[src/lfb_pkg.sv]
// Constants, opcode codes and types shared by the logic and flag branch slice.
// Notes on behaviour
// - AND literal with working register, update N, Z.
// - AND register; destination bit picks W or file.
// - Bank bit clear: access bank; set: bank pointer.
// - Extended set, access, operand up to 5Fh: indexed.
// - Bit clear in one cycle, flags untouched.
// - Taken branch: PC plus two plus twice offset.
// - Taken branch two cycles, second all no-operations.
// - Opcode E2h branches when carry is one.
// - Opcode E3h branches when carry is zero.
// - Opcode E6h branches when negative is one.
// - Opcode E7h branches when negative is zero.
// - Opcode E5h branches when overflow is zero.
package lfb_pkg;

    localparam int INSTR_W = 16;
    localparam int PC_W = 21;
    localparam int DADDR_W = 12;

    // Opcode fields and codes.
    localparam logic [7:0] OPC_AND_IMM = 8'h0B;
    localparam logic [5:0] OPC_AND_FILE = 6'h05;
    localparam logic [3:0] OPC_BIT_CLR = 4'h9;
    localparam logic [7:0] OPC_BR_CARRY = 8'hE2;
    localparam logic [7:0] OPC_BR_NO_CARRY = 8'hE3;
    localparam logic [7:0] OPC_BR_NEG = 8'hE6;
    localparam logic [7:0] OPC_BR_NOT_NEG = 8'hE7;
    localparam logic [7:0] OPC_BR_NO_OVF = 8'hE5;
    localparam logic [INSTR_W-1:0] NOP_WORD = 16'h0000;

    // Field positions inside the instruction word.
    localparam int DEST_BIT = 9;
    localparam int BANK_BIT = 8;
    localparam int BITIDX_LSB = 9;
    localparam int SIGN_BIT = 7;

    // Access bank split and the bank that the upper half maps to.
    localparam logic [7:0] ACCESS_SPLIT = 8'h5F;
    localparam logic [3:0] ACCESS_HIGH_BANK = 4'hF;
    localparam logic [3:0] ACCESS_LOW_BANK = 4'h0;

    // Program counter step per instruction word and reset values.
    localparam logic [PC_W-1:0] PC_STEP = 21'h000002;
    localparam logic [PC_W-1:0] PC_RESET = 21'h000000;
    // All ones, so that the first AND passes its operand through; with a zero
    // reset the working register could never leave zero inside this slice.
    localparam logic [7:0] WREG_RESET = 8'hFF;
    localparam logic [DADDR_W-1:0] DADDR_RESET = 12'h000;

    // Quarter phases of one instruction cycle, one-hot.
    typedef enum logic [3:0] {
        PH_DECODE = 4'b0001,
        PH_READ = 4'b0010,
        PH_PROCESS = 4'b0100,
        PH_WRITE = 4'b1000
    } lfb_phase_e;

    typedef enum logic [3:0] {
        OP_NONE,
        OP_AND_IMM,
        OP_AND_FILE,
        OP_BIT_CLR,
        OP_BR_CARRY,
        OP_BR_NO_CARRY,
        OP_BR_NEG,
        OP_BR_NOT_NEG,
        OP_BR_NO_OVF
    } lfb_op_e;

endpackage

[src/lfb_addr_form.sv]
// Data address former for byte and bit register operands.
`timescale 1ns/1ns
module lfb_addr_form (
    input wire logic i_bank_bit,
    input wire logic [7:0] i_file_addr,
    input wire logic [3:0] i_bank_select_pointer,
    input wire logic i_ext_set_en,
    input wire logic [lfb_pkg::DADDR_W-1:0] i_index_base,
    output logic [lfb_pkg::DADDR_W-1:0] o_data_addr
);

    logic low_part;

    // Operands at or below the split sit in the lower half of the access bank.
    assign low_part = (i_file_addr <= lfb_pkg::ACCESS_SPLIT);

    // Bank bit set uses the bank pointer; clear uses the access bank, unless the
    // extended set turns a low operand into an offset from the index base.
    always_comb
    begin
        if (i_bank_bit)
        begin
            o_data_addr = {i_bank_select_pointer, i_file_addr};
        end
        else if (i_ext_set_en && low_part)
        begin
            o_data_addr = i_index_base + {4'h0, i_file_addr};
        end
        else if (low_part)
        begin
            o_data_addr = {lfb_pkg::ACCESS_LOW_BANK, i_file_addr};
        end
        else
        begin
            o_data_addr = {lfb_pkg::ACCESS_HIGH_BANK, i_file_addr};
        end
    end

endmodule

[src/lfb_exec.sv]
// Decode and execute of AND, bit clear and flag branches over four phases.
`timescale 1ns/1ns
module lfb_exec (
    input wire logic i_sys_clk,
    input wire logic i_nrst,
    input wire logic [lfb_pkg::INSTR_W-1:0] i_instr,
    input wire logic [7:0] i_mem_rdata,
    input wire logic [3:0] i_bank_select_pointer,
    input wire logic i_ext_set_en,
    input wire logic [lfb_pkg::DADDR_W-1:0] i_index_base,
    input wire logic i_carry_flag,
    input wire logic i_overflow_flag,
    output logic [3:0] o_phase,
    output logic [lfb_pkg::PC_W-1:0] o_pc,
    output logic [7:0] o_wreg,
    output logic o_neg_flag,
    output logic o_zero_flag,
    output logic [lfb_pkg::DADDR_W-1:0] o_mem_addr,
    output logic o_mem_rd,
    output logic o_mem_we,
    output logic [7:0] o_mem_wdata,
    output logic o_discard
);

    lfb_pkg::lfb_phase_e phase_q, phase_d;
    logic [lfb_pkg::INSTR_W-1:0] ir_q, ir_d;
    logic [lfb_pkg::PC_W-1:0] pc_q, pc_d;
    logic [7:0] wreg_q, wreg_d;
    logic [7:0] res_q, res_d;
    logic neg_q, neg_d;
    logic zero_q, zero_d;
    logic flush_q, flush_d;
    logic [lfb_pkg::DADDR_W-1:0] addr_q, addr_d;
    logic rd_q, rd_d;
    logic we_q, we_d;
    logic [7:0] wdata_q, wdata_d;
    logic [lfb_pkg::DADDR_W-1:0] operand_addr;
    lfb_pkg::lfb_op_e op;
    logic taken;

    // Top of the three-bit bit index field.
    localparam int BITIDX_HI = lfb_pkg::BITIDX_LSB + 2;

    // Sort an instruction word into the operations this slice executes.
    function automatic lfb_pkg::lfb_op_e op_decode(input logic [lfb_pkg::INSTR_W-1:0] w);
        lfb_pkg::lfb_op_e k;
        k = lfb_pkg::OP_NONE;
        if (w[15:8] == lfb_pkg::OPC_AND_IMM)
        begin
            k = lfb_pkg::OP_AND_IMM;
        end
        else if (w[15:10] == lfb_pkg::OPC_AND_FILE)
        begin
            k = lfb_pkg::OP_AND_FILE;
        end
        else if (w[15:12] == lfb_pkg::OPC_BIT_CLR)
        begin
            k = lfb_pkg::OP_BIT_CLR;
        end
        else if (w[15:8] == lfb_pkg::OPC_BR_CARRY)
        begin
            k = lfb_pkg::OP_BR_CARRY;
        end
        else if (w[15:8] == lfb_pkg::OPC_BR_NO_CARRY)
        begin
            k = lfb_pkg::OP_BR_NO_CARRY;
        end
        else if (w[15:8] == lfb_pkg::OPC_BR_NEG)
        begin
            k = lfb_pkg::OP_BR_NEG;
        end
        else if (w[15:8] == lfb_pkg::OPC_BR_NOT_NEG)
        begin
            k = lfb_pkg::OP_BR_NOT_NEG;
        end
        else if (w[15:8] == lfb_pkg::OPC_BR_NO_OVF)
        begin
            k = lfb_pkg::OP_BR_NO_OVF;
        end
        return k;
    endfunction

    // Whether a branch operation finds its condition met.
    function automatic logic cond_met(input lfb_pkg::lfb_op_e k, input logic c,
                                      input logic n, input logic ov);
        logic m;
        m = 1'b0;
        unique case (k)
            lfb_pkg::OP_BR_CARRY: m = c;
            lfb_pkg::OP_BR_NO_CARRY: m = ~c;
            lfb_pkg::OP_BR_NEG: m = n;
            lfb_pkg::OP_BR_NOT_NEG: m = ~n;
            lfb_pkg::OP_BR_NO_OVF: m = ~ov;
            default: m = 1'b0;
        endcase
        return m;
    endfunction

    // Word offset doubled and sign extended to the counter width.
    function automatic logic [lfb_pkg::PC_W-1:0] branch_disp(input logic [7:0] n);
        return {{(lfb_pkg::PC_W - 9){n[lfb_pkg::SIGN_BIT]}}, n, 1'b0};
    endfunction

    assign op = op_decode(ir_q);
    assign taken = cond_met(op, i_carry_flag, neg_q, i_overflow_flag);

    lfb_addr_form u_addr_form (
        .i_bank_bit(ir_q[lfb_pkg::BANK_BIT]),
        .i_file_addr(ir_q[7:0]),
        .i_bank_select_pointer(i_bank_select_pointer),
        .i_ext_set_en(i_ext_set_en),
        .i_index_base(i_index_base),
        .o_data_addr(operand_addr)
    );

    // Next-state logic for one instruction cycle split into four phases.
    always_comb
    begin
        phase_d = phase_q;
        ir_d = ir_q;
        pc_d = pc_q;
        wreg_d = wreg_q;
        res_d = res_q;
        neg_d = neg_q;
        zero_d = zero_q;
        flush_d = flush_q;
        addr_d = addr_q;
        rd_d = 1'b0;
        we_d = 1'b0;
        wdata_d = wdata_q;
        unique case (phase_q)
            lfb_pkg::PH_DECODE:
            begin
                // A word fetched behind a taken branch is replaced by a no-op.
                ir_d = flush_q ? lfb_pkg::NOP_WORD : i_instr;
                phase_d = lfb_pkg::PH_READ;
            end
            lfb_pkg::PH_READ:
            begin
                // The operand address and read strobe are registered here and driven in the next phase, which also takes the read data.
                if (op == lfb_pkg::OP_AND_FILE || op == lfb_pkg::OP_BIT_CLR)
                begin
                    addr_d = operand_addr;
                    rd_d = 1'b1;
                end
                phase_d = lfb_pkg::PH_PROCESS;
            end
            lfb_pkg::PH_PROCESS:
            begin
                unique case (op)
                    lfb_pkg::OP_AND_IMM: res_d = wreg_q & ir_q[7:0];
                    lfb_pkg::OP_AND_FILE: res_d = wreg_q & i_mem_rdata;
                    lfb_pkg::OP_BIT_CLR:
                        res_d = i_mem_rdata & ~(8'h01 << ir_q[BITIDX_HI:lfb_pkg::BITIDX_LSB]);
                    default: res_d = res_q;
                endcase
                phase_d = lfb_pkg::PH_WRITE;
            end
            lfb_pkg::PH_WRITE:
            begin
                // The discarded cycle keeps the counter on the branch target.
                if (flush_q)
                begin
                    flush_d = 1'b0;
                end
                else if (taken)
                begin
                    pc_d = pc_q + lfb_pkg::PC_STEP + branch_disp(ir_q[7:0]);
                    flush_d = 1'b1;
                end
                else
                begin
                    pc_d = pc_q + lfb_pkg::PC_STEP;
                end
                // Only the AND operations touch the flags; branches and bit clear leave them.
                if (op == lfb_pkg::OP_AND_IMM || op == lfb_pkg::OP_AND_FILE)
                begin
                    neg_d = res_q[7];
                    zero_d = (res_q == 8'h00);
                end
                if (op == lfb_pkg::OP_AND_IMM ||
                    (op == lfb_pkg::OP_AND_FILE && !ir_q[lfb_pkg::DEST_BIT]))
                begin
                    wreg_d = res_q;
                end
                if (op == lfb_pkg::OP_BIT_CLR ||
                    (op == lfb_pkg::OP_AND_FILE && ir_q[lfb_pkg::DEST_BIT]))
                begin
                    we_d = 1'b1;
                    wdata_d = res_q;
                end
                phase_d = lfb_pkg::PH_DECODE;
            end
            default:
            begin
                phase_d = lfb_pkg::PH_DECODE;
            end
        endcase
    end

    // State registers; every output is one of these flip-flops.
    always_ff @(posedge i_sys_clk or negedge i_nrst)
    begin
        if (!i_nrst)
        begin
            phase_q <= lfb_pkg::PH_DECODE;
            ir_q <= lfb_pkg::NOP_WORD;
            pc_q <= lfb_pkg::PC_RESET;
            wreg_q <= lfb_pkg::WREG_RESET;
            res_q <= 8'h00;
            neg_q <= 1'b0;
            zero_q <= 1'b0;
            flush_q <= 1'b0;
            addr_q <= lfb_pkg::DADDR_RESET;
            rd_q <= 1'b0;
            we_q <= 1'b0;
            wdata_q <= 8'h00;
        end
        else
        begin
            phase_q <= phase_d;
            ir_q <= ir_d;
            pc_q <= pc_d;
            wreg_q <= wreg_d;
            res_q <= res_d;
            neg_q <= neg_d;
            zero_q <= zero_d;
            flush_q <= flush_d;
            addr_q <= addr_d;
            rd_q <= rd_d;
            we_q <= we_d;
            wdata_q <= wdata_d;
        end
    end

    assign o_phase = phase_q;
    assign o_pc = pc_q;
    assign o_wreg = wreg_q;
    assign o_neg_flag = neg_q;
    assign o_zero_flag = zero_q;
    assign o_mem_addr = addr_q;
    assign o_mem_rd = rd_q;
    assign o_mem_we = we_q;
    assign o_mem_wdata = wdata_q;
    assign o_discard = flush_q;

endmodule

[config.mk]
export PLATFORM = sky130hd
export DESIGN_NAME = lfb_exec
export DESIGN_NICKNAME = d
export VERILOG_FILES = /design/src/lfb_pkg.sv /design/src/lfb_addr_form.sv /design/src/lfb_exec.sv
export SDC_FILE = /design/constraint.sdc
export NUM_CORES = 1
export LEC_CHECK = 0
export ABC_AREA = 1
export BUFFER_PORTS_ARGS = -buffer_cell sky130_fd_sc_hd__buf_2
export CELL_PAD_IN_SITES_DETAIL_PLACEMENT = 0
export CELL_PAD_IN_SITES_GLOBAL_PLACEMENT = 1
export CORE_ASPECT_RATIO = 1.2
export CORE_MARGIN = 5
export CORE_UTILIZATION = 44
export CTS_CLUSTER_DIAMETER = 40
export DETAILED_ROUTE_END_ITERATION = 6
export PLACE_DENSITY_LB_ADDON = 0.2
export SYNTH_ARGS = -nofsm -noshare
export SYNTH_HDL_FRONTEND = slang
export SYNTH_HIERARCHICAL = 1
export SYNTH_SLANG_ARGS = --single-unit
[constraint.sdc]
create_clock -name i_sys_clk -period 6.35 [get_ports i_sys_clk]
set_input_delay 0.3175 -clock i_sys_clk [delete_from_list [all_inputs] [get_ports i_sys_clk]]
set_output_delay 0.3175 -clock i_sys_clk [all_outputs]
set_load 0.01 [all_outputs]
==> flow_summary_export.csv <==
group,metric,value,unit
synthesis,ys_seq_area_frac,0.3382,
die,fp-row-count,46,
routing,highest_layer,"met4",
finish,fin_util,0.5229,
cts,ctsHoldBuffers,0,
critical_path,crit_fanout,5,
global_route,grt_use_total,0.2307,
synthesis,synth_area_per_cell,7.008,um2
critical_path,timing.rr.start,"o_pc[2]",
global_route,grt_antenna_before_repair,0,
routing,num_vias,5931,
synthesis,synth_edf_count,0,
critical_path,cp.required,6.63,ns
critical_path,crit_arrival,3.38,ns
cts,htree_levels,3,
cts,cts_tree,"done",
critical_path,cp-end-kind,"flip-flop",
cts,ctsResizeCount,0,
routing,avgRoutedWirePerCell,16.35,um
routing,drt-pass1-iter-count,5,
synthesis,synth_top_area_frac,0.2989,
routing,route.antenna.remaining_nets,0,
routing,wl_met2,8.779,mm
placed_design,dp_hpwl,14.37,mm
die,fp.dieW,116.8,um
placed_design,port_buffers,101,
synthesis,yosys_warnings,6,
power,pwr_density_cell,273.2,nW/um2
sta,fin_ws,3.247,ns
sta,setup_violations,0,
finish,drive_above_1_share,0.1667,
sta,period_share,0.4886,
synthesis,async_reset_ff_frac,1.000,
sta,slew_viol_final,0,
sta,relSlewSlack,0.2926,
placed_design,place_ws,3.288,ns
global_route,grt_pass1_vias,5815,
routing,first_iter_violations,361,
sta,tns,0,ns
synthesis,syn_area,6027,um2
run_status,status,"finished, final reports clean",
global_route,grt_start_max_net_pins,82,
placed_design,gp_congestion,0.9722,
synthesis,yosys.cell_types.count,50,
sta,fmaxAchievable,0.3223,GHz
cts,cts_buffers,9,
synthesis,syn_inst,860,
global_route,grt_pass1_wl,29.35,mm
synthesis,syn_nets,935,
synthesis,yosys-top-cells-area,"dfrtp_1, nand2_1, nand3_1",
sta,rsz0062_at_grt,"no",
sta,hold_viol,0,
die,initial_core_util,0.4514,
cts,post_cts_buffers,0,
routing,wl,18.45,mm
die,boundaryPins,103,
die,core-area,13350,um2
routing,drc,0,
finish,fin_area,6982,um2
sta,min_period,3.103,ns
cts,cts_root_buf,"clkbuf_16",
global_route,gr-total-overflow,0,
finish,final.fill_count,1356,
power,max-vdd-ir-drop,0.2549,mV
flow_run,maxCapViolations,0,
critical_path,worst-setup-path-type,"reg2reg",
cts,clock_latency,0.35,ns
cts,clock-sinks,81,
worst_hold_path,hold_class,"in2async",
critical_path,startpoint,"o_pc[2]",
routing,met3_length,968,um
placed_design,postPlaceCellArea,6651,um2
finish,antenna_cells,0,
synthesis,ys.flop_type,"dfrtp_1",
sta,skew,0.009764,ns
die,die_h,138.2,um
power,p_leak,3.698,nW
finish,layout.nets,1030,
sta,tightest_slew,1.061,ns
die,die_area,16150,um2
cts,cts_buffer_depth,2,
critical_path,start_kind,"flip-flop",
synthesis,ys_seq_elements,81,
routing,viasPerCell,5.258,
cts,worst_setup_hold_path_clk_slew,0.07,ns
finish,area_growth,15.84,%
synthesis,synth.largest_area_cell,"dfrtp_1",
routing,wl_met1,8.070,mm
[power by group]
group          internal [mW]  total (mW)  switching, mW
clock network          0.352       0.593          0.242
registers              0.596       0.676         0.0797
logic                  0.236       0.638          0.402
total                   1.18        1.91          0.723
[registers in the layout, summed over array words and instances, names as in the netlist]
| register | count |
|---|---|
| o_mem_addr | 12 |
| o_neg_flag | 1 |
| o_wreg | 8 |
| o_mem_we | 1 |
| o_mem_rd | 1 |
| o_phase | 4 |
| o_mem_wdata | 8 |
| o_discard | 1 |
| o_zero_flag | 1 |
| ir_q | 16 |
| o_pc | 20 |
| res_q | 8 |
[through the flow]
stage	std cells	power [mW]	hold WS (ns)
3_5_place_dp	1112	1.323	0.4536
2_1_floorplan	860	1.099	0.02191
4_1_cts	1128	1.915	0.1946
6_report	1128	1.907	0.1588
5_1_grt	1128	2.035	0.2191
3_3_place_gp	1112	1.328	0.4499
[synthesized netlist by cell type, types with 4 or more instances]
cell / count
nand2_1: 237
inv_1: 110
nand3_1: 86
dfrtp_1: 72
nor2_1: 66
o21ai_0: 55
ha_1: 28
a21oi_1: 25
nand4_1: 23
xor2_1: 19
o21ai_1: 14
nor3_1: 10
dfstp_2: 9
a31oi_1: 8
o2111ai_1: 8
buf_2: 7
clkbuf_1: 7
inv_2: 6
nor2_2: 6
o211ai_1: 6
nand3b_1: 5
o21bai_1: 5
xnor2_1: 4
[path summary, 6_finish.rpt]
kind,slack (ns),end,cells past startpoint
max,3.25,o_pc[18],16
min,0.16,o_pc[19],1
max reg2reg,3.25,o_pc[18],16
min reg2reg,0.47,o_mem_addr[6],2
max in group asynchronous,5.53,ir_q[0],1
min in group i_sys_clk,0.20,ir_q[13],3
[worst max-delay path: stages, from the launching register on]
cell      delay (ns)
dfrtp_1         0.39
ha_1            0.28
nand2_1         0.08
nor2_1          0.27
nand2_1         0.19
nor2_1          0.14
xor2_1          0.15
inv_1           0.08
ha_1            0.37
nand2_1         0.12
inv_1           0.08
nand2_1         0.10
nor3_1          0.24
nand3_1         0.16
nand4_1         0.13
nand3_1         0.10
a21boi_1        0.15
[cell type report]
type | count | area (um2) | share of cell area
Multi-Input combinational cell | 642 | 3433 | 0.4918
Sequential cell | 81 | 2038 | 0.2919
Timing Repair Buffer | 104 | 530.5 | 0.07599
Inverter | 117 | 439.2 | 0.06290
Clock buffer | 9 | 225.2 | 0.03226
Tap cell | 168 | 210.2 | 0.03011
Clock inverter | 7 | 105.1 | 0.01505
[cell usage in the layout, fill, tap and decap left out, types with 5 or more instances in the layout]
| master | count |
|---|---|
| a21oi_1 | 25 |
| a31oi_1 | 8 |
| buf_2 | 100 |
| clkbuf_16 | 9 |
| dfrtp_1 | 72 |
| dfstp_2 | 9 |
| ha_1 | 28 |
| inv_1 | 110 |
| inv_2 | 6 |
| nand2_1 | 237 |
| nand3_1 | 86 |
| nand3b_1 | 5 |
| nand4_1 | 23 |
| nor2_1 | 66 |
| nor2_2 | 6 |
| nor3_1 | 10 |
| o2111ai_1 | 8 |
| o211ai_1 | 6 |
| o21ai_0 | 55 |
| o21ai_1 | 14 |
| o21bai_1 | 5 |
| xor2_1 | 19 |
[routing by layer]
layer	vias to the layer above	global-route usage
li1	3047	-
met1	2686	0.2950
met2	157	0.3824
met3	41	0.03754
met4	0	0.09420
met5	-	0
[cells by family after synthesis]
group,after synthesis,synth area share
AND/OR/NAND/NOR,449,0.3305
adder cells (fa/ha/maj),30,0.06477
other,1,0.0006222
multiplexers,3,0.005190
XOR/XNOR,23,0.03342
buffers and inverters,137,0.09362
AO/OA/AOI/OAI,136,0.1337
flip-flops,81,0.3382
No activity file was read; power rests on OpenSTA's default activity.
